### config.mk
export PLATFORM = sky130hd
export DESIGN_NAME = scps_clock_pwm
export DESIGN_NICKNAME = d
export VERILOG_FILES = /design/src/shared/scps_pkg.sv /design/src/hdl/scps_clock_pwm.sv
export VERILOG_INCLUDE_DIRS = /design/src /design/src/shared
export SDC_FILE = /design/constraint.sdc
export NUM_CORES = 1
export LEC_CHECK = 0
export CAP_MARGIN = 20
export CORE_ASPECT_RATIO = 0.6
export CORE_MARGIN = 3
export CORE_UTILIZATION = 65
export CTS_CLUSTER_SIZE = 28
export DETAILED_ROUTE_END_ITERATION = 8
export DONT_BUFFER_PORTS = 1
export GPL_ROUTABILITY_DRIVEN = 0
export GPL_TIMING_DRIVEN = 0
export PLACE_DENSITY = 0.88
export SLEW_MARGIN = 10
export SYNTH_ARGS = -nofsm -noshare
export SYNTH_HDL_FRONTEND = slang
export SYNTH_SLANG_ARGS = --single-unit
### constraint.sdc
create_clock -name mclk_in -period 6.87 [get_ports mclk_in]
set_clock_uncertainty 0.15 [all_clocks]
set_input_delay 0.687 -clock mclk_in [delete_from_list [all_inputs] [get_ports mclk_in]]
set_output_delay 0.687 -clock mclk_in [all_outputs]
set_load 0.05 [all_outputs]
### src/shared/scps_map.svh
`ifndef SCPS_MAP_SVH
`define SCPS_MAP_SVH

// ----------------------------------------------------------------
// register byte addresses
// ----------------------------------------------------------------
`define SCPS_ADDR_MODE     5'h00
`define SCPS_ADDR_TCTL     5'h04
`define SCPS_ADDR_PERIOD   5'h08
`define SCPS_ADDR_DUTY     5'h0c
`define SCPS_ADDR_PHASE    5'h10
`define SCPS_ADDR_STATUS   5'h14
`define SCPS_ADDR_MASK     5'h18
`define SCPS_ADDR_COUNT    5'h1c

// ----------------------------------------------------------------
// field positions
// ----------------------------------------------------------------
`define SCPS_MODE_B1       7
`define SCPS_MODE_B0       6
`define SCPS_MODE_B2       3
`define SCPS_TCTL_RUN      2
`define SCPS_TCTL_PS_HI    1
`define SCPS_TCTL_PS_LO    0
`define SCPS_ST_UV         0
`define SCPS_ST_OV         1
`define SCPS_ST_DESAT      2
`define SCPS_ST_MATCH      3
`define SCPS_ST_W          4

// ----------------------------------------------------------------
// reset values and codes
// ----------------------------------------------------------------
`define SCPS_RST_PERIOD    8'hff
`define SCPS_RST_BYTE      8'h00
`define SCPS_PS_DIV1       4'h0
`define SCPS_PS_DIV4       4'h3
`define SCPS_PS_DIV8       4'h7
`define SCPS_PS_DIV16      4'hf
`define SCPS_CODE_ALONE    3'h0
`define SCPS_CODE_MASTER   3'h1
`define SCPS_CODE_SLAVE    3'h2

`endif

### src/shared/scps_pkg.sv
package scps_pkg;

  // sync behaviour selected by the mode field
  typedef enum logic [1:0] {
    SCPS_ALONE  = 2'h0,
    SCPS_MASTER = 2'h1,
    SCPS_SLAVE  = 2'h3
  } scps_mode_t;

  // bus slave answer state
  typedef enum logic {
    SCPS_BUS_IDLE = 1'h0,
    SCPS_BUS_ACK  = 1'h1
  } scps_bus_t;

  // comparator fault levels
  typedef struct packed {
    logic desat;
    logic ov;
    logic uv;
  } scps_fault_t;

endpackage

### src/hdl/scps_clock_pwm.sv
`timescale 1ns/1ns
`include "scps_map.svh"
// Function
// - pulse generator only, no capture/compare
// - period is (limit+1) times tick times prescale
// - match then wrap to zero, reload duty
// - high time equals duty count ticks
// - duty writes apply only after reload
// - stand-alone output is fixed system clock
// - primary drive only while clock low
// - master drives system clock onto sync pin
// - slave: sync OR local match reloads buffers
// - slave start delayed by phase count
// - sleep freezes prescaler, timer and sync history, pin holds level
// - faults gate drives and set flags
// - run bit and 2-bit prescale select
module scps_clock_pwm (
  // clock and reset
  input  wire logic                 mclk_in,
  input  wire logic                 reset_in,
  // avalon-mm slave
  input  wire logic [4:0]           avs_address_in,
  input  wire logic                 avs_read_in,
  input  wire logic                 avs_write_in,
  input  wire logic [3:0]           avs_byteenable_in,
  input  wire logic [31:0]          avs_writedata_in,
  output logic      [31:0]          avs_readdata_out,
  output logic                      avs_waitrequest_out,
  // device state and comparators
  input  wire logic                 sleep_in,
  input  wire scps_pkg::scps_fault_t fault_in,
  // gate drive requests from the analog loop
  input  wire logic                 primary_request_in,
  input  wire logic                 secondary_request_in,
  // sync pin, two-way
  input  wire logic                 sync_clock_pin_in,
  output logic                      sync_clock_pin_out,
  output logic                      sync_clock_pin_oe_out,
  // outputs
  output logic                      clock_output_pin_out,
  output logic                      primary_gate_drive_out,
  output logic                      secondary_gate_drive_out,
  output logic                      irq_out
);

  // ----------------------------------------------------------------
  // registers and state
  // ----------------------------------------------------------------
  logic [2:0]              sync_mode_control;
  logic                    timer_run_bit;
  logic [1:0]              timer_prescale_select;
  logic [7:0]              period_limit;
  logic [7:0]              duty_buffer;
  logic [7:0]              phase_shift_buffer;
  logic [`SCPS_ST_W-1:0]   irq_status;
  logic [`SCPS_ST_W-1:0]   irq_mask;
  logic [7:0]              period_timer_count;
  logic [7:0]              active_duty;
  logic [7:0]              active_phase_shift;
  logic [7:0]              phase_left;
  logic [3:0]              presc_count;
  logic                    clk_q;
  logic                    sync_q;
  scps_pkg::scps_fault_t   fault_q;
  scps_pkg::scps_bus_t     bus_state;
  scps_pkg::scps_mode_t    mode;
  logic                    active;
  logic                    tick;
  logic                    local_match;
  logic                    sync_rise;
  logic                    slave_reload;
  logic                    reload;
  logic                    wr_en;
  logic                    fault_any;
  logic [`SCPS_ST_W-1:0]   irq_event;
  logic [7:0]              next_count;
  logic [7:0]              next_phase;
  logic [7:0]              next_duty;
  logic                    next_clk;

  // prescale terminal count for a select code
  function automatic logic [3:0] ps_term(input logic [1:0] sel);
    unique case (sel)
      2'h0: ps_term = `SCPS_PS_DIV1;
      2'h1: ps_term = `SCPS_PS_DIV4;
      2'h2: ps_term = `SCPS_PS_DIV8;
      2'h3: ps_term = `SCPS_PS_DIV16;
    endcase
  endfunction

  // mode field decode, unknown codes act as stand-alone
  function automatic scps_pkg::scps_mode_t mode_of(input logic [2:0] code);
    if (code == `SCPS_CODE_MASTER) begin
      mode_of = scps_pkg::SCPS_MASTER;
    end else if (code == `SCPS_CODE_SLAVE) begin
      mode_of = scps_pkg::SCPS_SLAVE;
    end else begin
      mode_of = scps_pkg::SCPS_ALONE;
    end
  endfunction

  // ----------------------------------------------------------------
  // timebase, no capture or compare path exists here
  // ----------------------------------------------------------------
  assign mode         = mode_of(sync_mode_control);
  assign active       = timer_run_bit & ~sleep_in;
  assign tick         = active & (presc_count == ps_term(timer_prescale_select));
  assign local_match  = tick & (phase_left == `SCPS_RST_BYTE) & (period_timer_count == period_limit);
  assign sync_rise    = sync_clock_pin_in & ~sync_q;
  assign slave_reload = active & (mode == scps_pkg::SCPS_SLAVE) & sync_rise;
  assign reload       = local_match | slave_reload;

  // prescaler, frozen when stopped or asleep
  always_ff @(posedge mclk_in) begin
    if (reset_in) begin
      presc_count <= 4'h0;
    end else if (tick) begin
      presc_count <= 4'h0;
    end else if (active) begin
      presc_count <= presc_count + 4'h1;
    end
  end

  // next values of the period timer and clock level
  always_comb begin
    next_count = period_timer_count;
    next_phase = phase_left;
    next_duty  = reload ? duty_buffer : active_duty;
    if (slave_reload) begin
      next_count = `SCPS_RST_BYTE;
      next_phase = phase_shift_buffer;
    end else if (tick) begin
      if (phase_left != `SCPS_RST_BYTE) begin
        next_phase = phase_left - 8'h01;
      end else if (local_match) begin
        next_count = `SCPS_RST_BYTE;
      end else begin
        next_count = period_timer_count + 8'h01;
      end
    end
    next_clk = (next_phase == `SCPS_RST_BYTE) & (next_count < next_duty);
  end

  // timer, active buffers and clock level
  always_ff @(posedge mclk_in) begin
    if (reset_in) begin
      period_timer_count <= `SCPS_RST_BYTE;
      phase_left         <= `SCPS_RST_BYTE;
      active_duty        <= `SCPS_RST_BYTE;
      active_phase_shift <= `SCPS_RST_BYTE;
      clk_q              <= 1'b0;
    end else if (tick | slave_reload) begin
      period_timer_count <= next_count;
      phase_left         <= next_phase;
      active_duty        <= next_duty;
      clk_q              <= next_clk;
      if (reload) begin
        active_phase_shift <= phase_shift_buffer;
      end
    end
  end

  // sync pin edge history, idles high like the pulled-up pin, held during sleep
  always_ff @(posedge mclk_in) begin
    if (reset_in) begin
      sync_q <= 1'b1;
    end else if (!sleep_in) begin
      sync_q <= sync_clock_pin_in;
    end
  end

  // ----------------------------------------------------------------
  // pins and gate drives
  // ----------------------------------------------------------------
  assign fault_any                = |fault_in;
  assign clock_output_pin_out     = clk_q;
  assign sync_clock_pin_out       = clk_q;
  assign sync_clock_pin_oe_out    = (mode == scps_pkg::SCPS_MASTER);
  assign primary_gate_drive_out   = primary_request_in & ~clk_q & ~fault_any;
  assign secondary_gate_drive_out = secondary_request_in & ~fault_any;

  // ----------------------------------------------------------------
  // interrupts
  // ----------------------------------------------------------------
  assign irq_event = {local_match, fault_in.desat & ~fault_q.desat,
                      fault_in.ov & ~fault_q.ov, fault_in.uv & ~fault_q.uv};
  assign irq_out   = |(irq_status & irq_mask);

  // fault edge history
  always_ff @(posedge mclk_in) begin
    if (reset_in) begin
      fault_q <= '0;
    end else begin
      fault_q <= fault_in;
    end
  end

  // sticky flags, set wins over write-one clear
  always_ff @(posedge mclk_in) begin
    if (reset_in) begin
      irq_status <= '0;
    end else if (wr_en && avs_address_in == `SCPS_ADDR_STATUS) begin
      irq_status <= (irq_status & ~avs_writedata_in[`SCPS_ST_W-1:0]) | irq_event;
    end else begin
      irq_status <= irq_status | irq_event;
    end
  end

  // ----------------------------------------------------------------
  // avalon-mm slave, one wait cycle per access
  // ----------------------------------------------------------------
  assign avs_waitrequest_out = (avs_read_in | avs_write_in) & (bus_state == scps_pkg::SCPS_BUS_IDLE);
  assign wr_en = avs_write_in & (bus_state == scps_pkg::SCPS_BUS_ACK) & avs_byteenable_in[0];

  // access state
  always_ff @(posedge mclk_in) begin
    if (reset_in) begin
      bus_state <= scps_pkg::SCPS_BUS_IDLE;
    end else if (bus_state == scps_pkg::SCPS_BUS_ACK) begin
      bus_state <= scps_pkg::SCPS_BUS_IDLE;
    end else if (avs_read_in | avs_write_in) begin
      bus_state <= scps_pkg::SCPS_BUS_ACK;
    end
  end

  // read data, unmapped reads return zero
  always_ff @(posedge mclk_in) begin
    if (reset_in) begin
      avs_readdata_out <= 32'h0;
    end else if (avs_read_in && bus_state == scps_pkg::SCPS_BUS_IDLE) begin
      avs_readdata_out <= 32'h0;
      unique case (avs_address_in)
        `SCPS_ADDR_MODE: begin
          avs_readdata_out[`SCPS_MODE_B2] <= sync_mode_control[2];
          avs_readdata_out[`SCPS_MODE_B1] <= sync_mode_control[1];
          avs_readdata_out[`SCPS_MODE_B0] <= sync_mode_control[0];
        end
        `SCPS_ADDR_TCTL: begin
          avs_readdata_out[`SCPS_TCTL_RUN] <= timer_run_bit;
          avs_readdata_out[`SCPS_TCTL_PS_HI:`SCPS_TCTL_PS_LO] <= timer_prescale_select;
        end
        `SCPS_ADDR_PERIOD: avs_readdata_out[7:0] <= period_limit;
        `SCPS_ADDR_DUTY:   avs_readdata_out[7:0] <= duty_buffer;
        `SCPS_ADDR_PHASE:  avs_readdata_out[7:0] <= phase_shift_buffer;
        `SCPS_ADDR_STATUS: avs_readdata_out[`SCPS_ST_W-1:0] <= irq_status;
        `SCPS_ADDR_MASK:   avs_readdata_out[`SCPS_ST_W-1:0] <= irq_mask;
        `SCPS_ADDR_COUNT:  avs_readdata_out[7:0] <= period_timer_count;
        default:           avs_readdata_out <= 32'h0;
      endcase
    end
  end

  // writable registers, buffers accepted at any moment
  always_ff @(posedge mclk_in) begin
    if (reset_in) begin
      sync_mode_control     <= `SCPS_CODE_ALONE;
      timer_run_bit         <= 1'b0;
      timer_prescale_select <= 2'h0;
      period_limit          <= `SCPS_RST_PERIOD;
      duty_buffer           <= `SCPS_RST_BYTE;
      phase_shift_buffer    <= `SCPS_RST_BYTE;
      irq_mask              <= '0;
    end else if (wr_en) begin
      unique case (avs_address_in)
        `SCPS_ADDR_MODE: begin
          sync_mode_control <= {avs_writedata_in[`SCPS_MODE_B2], avs_writedata_in[`SCPS_MODE_B1],
                                avs_writedata_in[`SCPS_MODE_B0]};
        end
        `SCPS_ADDR_TCTL: begin
          timer_run_bit         <= avs_writedata_in[`SCPS_TCTL_RUN];
          timer_prescale_select <= avs_writedata_in[`SCPS_TCTL_PS_HI:`SCPS_TCTL_PS_LO];
        end
        `SCPS_ADDR_PERIOD: period_limit       <= avs_writedata_in[7:0];
        `SCPS_ADDR_DUTY:   duty_buffer        <= avs_writedata_in[7:0];
        `SCPS_ADDR_PHASE:  phase_shift_buffer <= avs_writedata_in[7:0];
        `SCPS_ADDR_MASK:   irq_mask           <= avs_writedata_in[`SCPS_ST_W-1:0];
        default: ;
      endcase
    end
  end
endmodule

### Word level (Yosys, flattened, before mapping)

Index checks and enable logic that the tools add are counted.

* add/sub/neg operators: 3
* order comparisons: 1
* equal/unequal tests: 16
* muxes and demuxes: 17
* bitwise gates (word level): 33
* reductions and logical operators: 17

Operators by type and width (number)
* $mux W8: 8
* $pmux W3 S7: 1
* $eq A5 B5 Y1 const B: 4
* $and A1 B1 Y1: 17
* $logic_not A8 Y1: 2
* $pmux W4 S4: 1
* $reduce_and A2 Y1: 6
* $eq A5 B4 Y1 const B: 2
* $pmux W2 S5: 1
* $add A8 B1 Y8 const B: 1
* $and A4 B4 Y4: 2
* $eq A8 B8 Y1: 1
* $lt A8 B8 Y1: 1
* $not A1 Y1: 8
* $or A4 B4 Y4: 2
* $pmux W2 S4: 1
* $reduce_bool A8 Y1: 1
* $sub A8 B1 Y8 const B: 1
* $pmux W1 S7: 1
* $eq A2 B2 Y1 const B: 3
* $eq A5 B3 Y1 const B: 1
* $logic_not A5 Y1: 1
* $add A4 B1 Y4 const B: 1
* $eq A2 B1 Y1 const B: 2
* 13 further kinds: 18

* register bits after elaboration: 80
* bits of input ports: 52
* output and inout bits: 39
* word-level logic and storage cells: 106

### Depth between registers and ports, before layout

* word-level depth: 12
* depth in mapped cells: 16
* depth with buffers taken out: 16

### Worst setup path after synthesis

OpenSTA, ideal clock, no wires.

* kind: reg2reg
* start point: register phase_left[0]
* end point: register clk_q, in the netlist clock_output_pin_out
* library setup time: 67 ps
* arrival time: 3505 ps
* required time: 6653 ps
* setup slack: 3148 ps
* cell stages (with the launch flop): 17
* path buffers: 2
* period minus slack after synthesis: 3722 ps
* cell sequence: dfxtp_1 -> inv_1 -> ha_1 -> nor3b_1 -> nand4_1 -> a2111oi_2 -> or2_1 -> buf_2 -> clkbuf_1 -> nor2_1 -> ha_1 -> nor3_1 -> nand3_1 -> or4b_1 -> a32oi_1 -> nand4_1 -> o21ai_2

* word-level cells in the longest chain between the ends: 9
* elaborated cells between the ends (all ways): 17
* those cells by class: add/sub: 1; order compare: 1; mux: 8; bitwise: 4; reduce/logical: 3

RTL lines
* start: declaration: RTL line scps_clock_pwm.sv:60 `logic [7:0] phase_left;`
* start signal: assignment: RTL line scps_clock_pwm.sv:148 `` phase_left <= `SCPS_RST_BYTE; ``
* start signal: assignment: RTL line scps_clock_pwm.sv:154 `phase_left <= next_phase;`
* $logic_not A8 Y1 (no source line)
* $and A1 B1 Y1 (2 in series): RTL line scps_clock_pwm.sv:108 `` assign local_match = tick & (phase_left == `SCPS_RST_BYTE) & (period_timer_count == period_limit); ``
* $mux W8: RTL line scps_clock_pwm.sv:135 `end else if (local_match) begin`
* $mux W8 (*): RTL line scps_clock_pwm.sv:133 `` if (phase_left != `SCPS_RST_BYTE) begin ``
* $mux W8 (*): RTL line scps_clock_pwm.sv:132 `end else if (tick) begin`
* $mux W8 (*): RTL line scps_clock_pwm.sv:129 `if (slave_reload) begin`
* net next_count[2]: RTL line scps_clock_pwm.sv:76 `logic [7:0] next_count;`
* $lt A8 B8 Y1 (*): RTL line scps_clock_pwm.sv:141 `` next_clk = (next_phase == `SCPS_RST_BYTE) & (next_count < next_duty); ``
* $and A1 B1 Y1 (*): RTL line scps_clock_pwm.sv:141
* end signal: assignment: RTL line scps_clock_pwm.sv:156 `clk_q <= next_clk;`
* end: declaration: RTL line scps_clock_pwm.sv:62 `logic clk_q;`

Mark *: on every way through the listed nets, which the timed path passes. The rest lies on a longest branch.
A chain may end at the register's enable or synchronous reset.

### Final worst setup path

Ends and elaborated chain as after synthesis.

==> qor.csv <==
metric,value,unit
Area Overhead vs Synth,8.81,%
CP top delay family,simple AND/OR/NAND/NOR gates,
clock latency on the worst-skew pair,0.37,ns
initial antenna violation count,0,
Clock Tree Buf Depth,2,
Core Region,0.00625,sq mm
hpwl dp,9.52,mm
clk root buf,clkbuf_8,
VDD IR max,0.155,mV
io pins,91,
share of cells above drive strength 1,0.0995,
Routed WL per cell,19.3,microns
die area,0.00762,sq mm
first-pass GRT wire length,19.1,mm
vias after detailed routing,4133,
"area leader, netlist",dfxtp_1,
Synth Flop Type,dfxtp_1,
DRC viols,0,
Initial Util,0.684,
Setup crit end kind,flop,
"slowest stage delay, CP",0.57,ns
grt ovf,0,
mapped cell area,0.00428,sq mm
Nets,623,
Synth Instances,525,
relative slew slack,0.212,
outcome,"complete, no violations",
fmax,207,MHz
register area share after synthesis,0.374,
final hold vios,0,
Startpoint Class,flop,
Final Routed Wirelength,12.5,mm
critical path's slowest cell,nor3b_1,
worst slew pin tran,1.18,ns
setup violators final,0,
CP max FO,10,
most numerous cell in the Yosys netlist,dfxtp_1,
H-tree lvl count,3,
Post-CTS Resized,0,
Clock transition at path regs,0.08,ns
Sink Count,80,
placed cell count,633,
vias in the first global route,3702,
Routed Antenna Nets,0,
Die Wd,111,microns
required time of the critical path,7.03,ns
drt pass-1 iters,7,
Post-CTS Hold Buffers,0,
post-synthesis async set-or-reset flop share,0,
Worst Path Arrival,5.00,ns
Non-Filler Instances,647,
type of the worst setup path,flop to flop,
Worst Path Buf+Inv,3,
Yosys reg bits,80,
most frequent cells after synthesis,"80 x dfxtp_1, 70 x nand2_1, 54 x nor2_1, 40 x a21oi_1, 28 x nand3_1",
drt first-iter violations,586,
synthesized area per cell,8.15,sq um
Pwr Density,184,mW/mm^2
fin crit period,4.84,ns
Netlist cell types,63,
part of the cycle the worst path needs,0.705,
hold crit path type,input pin to flop,
CP Cell Sequence,inv_1 -> ha_1 -> nor3b_1 -> nand4_1 -> a2111oi_2 -> or2_1 -> buf_2 -> clkbuf_1 -> nor2_1 -> ha_1 -> nor3_1 -> nand3_1 -> or4b_1 -> a32oi_1 -> nand4_1 -> o21ai_2,
P_leak,1.78,nW
final setup TNS,0,ns
Via density,6.39,
RSZ-0062 raised after global routing,false,
maxcap violations,0,
count of input and output buffers,0,
number of synthesized flops with an enable pin,0,
CTS tree,done,
leading post-synthesis cells by cell area,"dfxtp_1 37%, nand2_1 6.1%, nor2_1 4.7%, a21oi_1 4.7%, buf_4 4.6%",
largest net degree at the start of global routing,13,
Synth warnings,0,
Total Routing Usage GR,0.330,
"Setup Fix Bufs, Post-CTS",0,
Slew Limit Fails,0,
share of the synthesized area in the top cell type,0.374,
row count,22,
# diodes,0,
WHS,0.298,ns
CTS buffer count,9,
Chip Height,68.8,microns
==> metal layers <==
metal	GRT usage	share of wire	wire length [microns]	up-vias
li1	-	-	-	1891
met1	0.452	0.41	5170	1904
met2	0.487	0.42	5180	287
met3	0.135	0.15	1870	51
met4	0.0814	0.021	262	0
met5	0	0	0	-
==> cell usage in the layout (no fill, tap or decap), types with 4 or more instances in the layout <==
cell type,instances
dfxtp_1,80
nand2_1,70
nor2_1,54
a21oi_1,40
nand3_1,28
buf_4,27
conb_1,24
clkbuf_1,18
nor3_1,18
a22oi_1,17
xnor2_1,15
nor2b_1,13
ha_1,11
nand4_1,10
mux2i_1,10
clkbuf_8,10
inv_1,9
nand2b_1,8
xor2_1,8
nand3b_1,8
a211oi_1,6
o21ai_0,6
a222oi_1,5
and3_1,4
a31oi_1,4
==> sequential cells by signal, indices dropped and copies added (netlist names), 4 cells and up <==
signal / cells
active_duty: 8
avs_readdata_out: 8
duty_buffer: 8
irq_mask: 4
irq_status: 4
period_limit: 8
period_timer_count: 8
phase_left: 8
phase_shift_buffer: 8
presc_count: 4
==> worst register-to-register path, cell delays in order, from the launching register on <==
cell and delay (ns):
dfxtp_1 0.33, inv_1 0.11, ha_1 0.20, nor3b_1 0.57, nand4_1 0.29, a2111oi_2 0.57
or2_1 0.19, buf_2 0.16, clkbuf_1 0.36, nor2_1 0.11, ha_1 0.23, nor3_1 0.26
nand3_1 0.15, or4b_1 0.55, a32oi_1 0.19, nand4_1 0.21, o21ai_2 0.17
==> through the flow <==
step	utilization	worst slack, ns	power, W	cell area (sq um)
CTS	0.745	2.19	0.000854	4650
global route	0.745	1.79	0.000878	4650
global placement	0.715	2.38	0.000561	4470
floorplan	-	3.15	0.000552	4360
finish	0.745	2.03	0.000856	4650
detailed placement	0.719	2.30	0.000563	4490
==> worst paths after layout <==
kind	start	slack, ns	to	cells past startpoint
setup / recovery	phase_left[0]$_SDFFE_PP0P_	2.03	clock_output_pin_out$_SDFFE_PP0P_	16
hold / removal	avs_writedata_in[7]	0.30	period_limit[7]$_SDFFE_PP1P_	2
setup reg to reg	phase_left[0]$_SDFFE_PP0P_	2.03	clock_output_pin_out$_SDFFE_PP0P_	16
hold reg to reg	irq_mask[0]$_SDFFE_PP0P_	0.33	irq_mask[0]$_SDFFE_PP0P_	2
==> report_power, final <==
part           internal (W)  switching, W  leakage [nW]
Combinational     0.0000206     0.0000579          1.05
Sequential         0.000468    0.00000815         0.647
Clock              0.000135      0.000167        0.0838
==> kinds of logic after synthesis <==
family,share of synthesized area
AOI/OAI and AO/OA,0.178
and+or+nand+nor,0.266
buffers and inverters,0.0781
muxes,0.0234
xor gates and xnor gates,0.0471
DFF,0.374
adders and majority gates,0.0322
other,0.000877
==> area by class of cell <==
cell class,count,area [sq um]
flip-flops and latches,80,1600
plain buffers,51,300
fillers,444,1600
clock inverters,4,22.5
inverters,9,33.8
repair buffers,1,7.51
well taps,84,105
clock buffers,10,138
multi-input cells,408,2440
No activity file was read; power rests on OpenSTA's default activity.
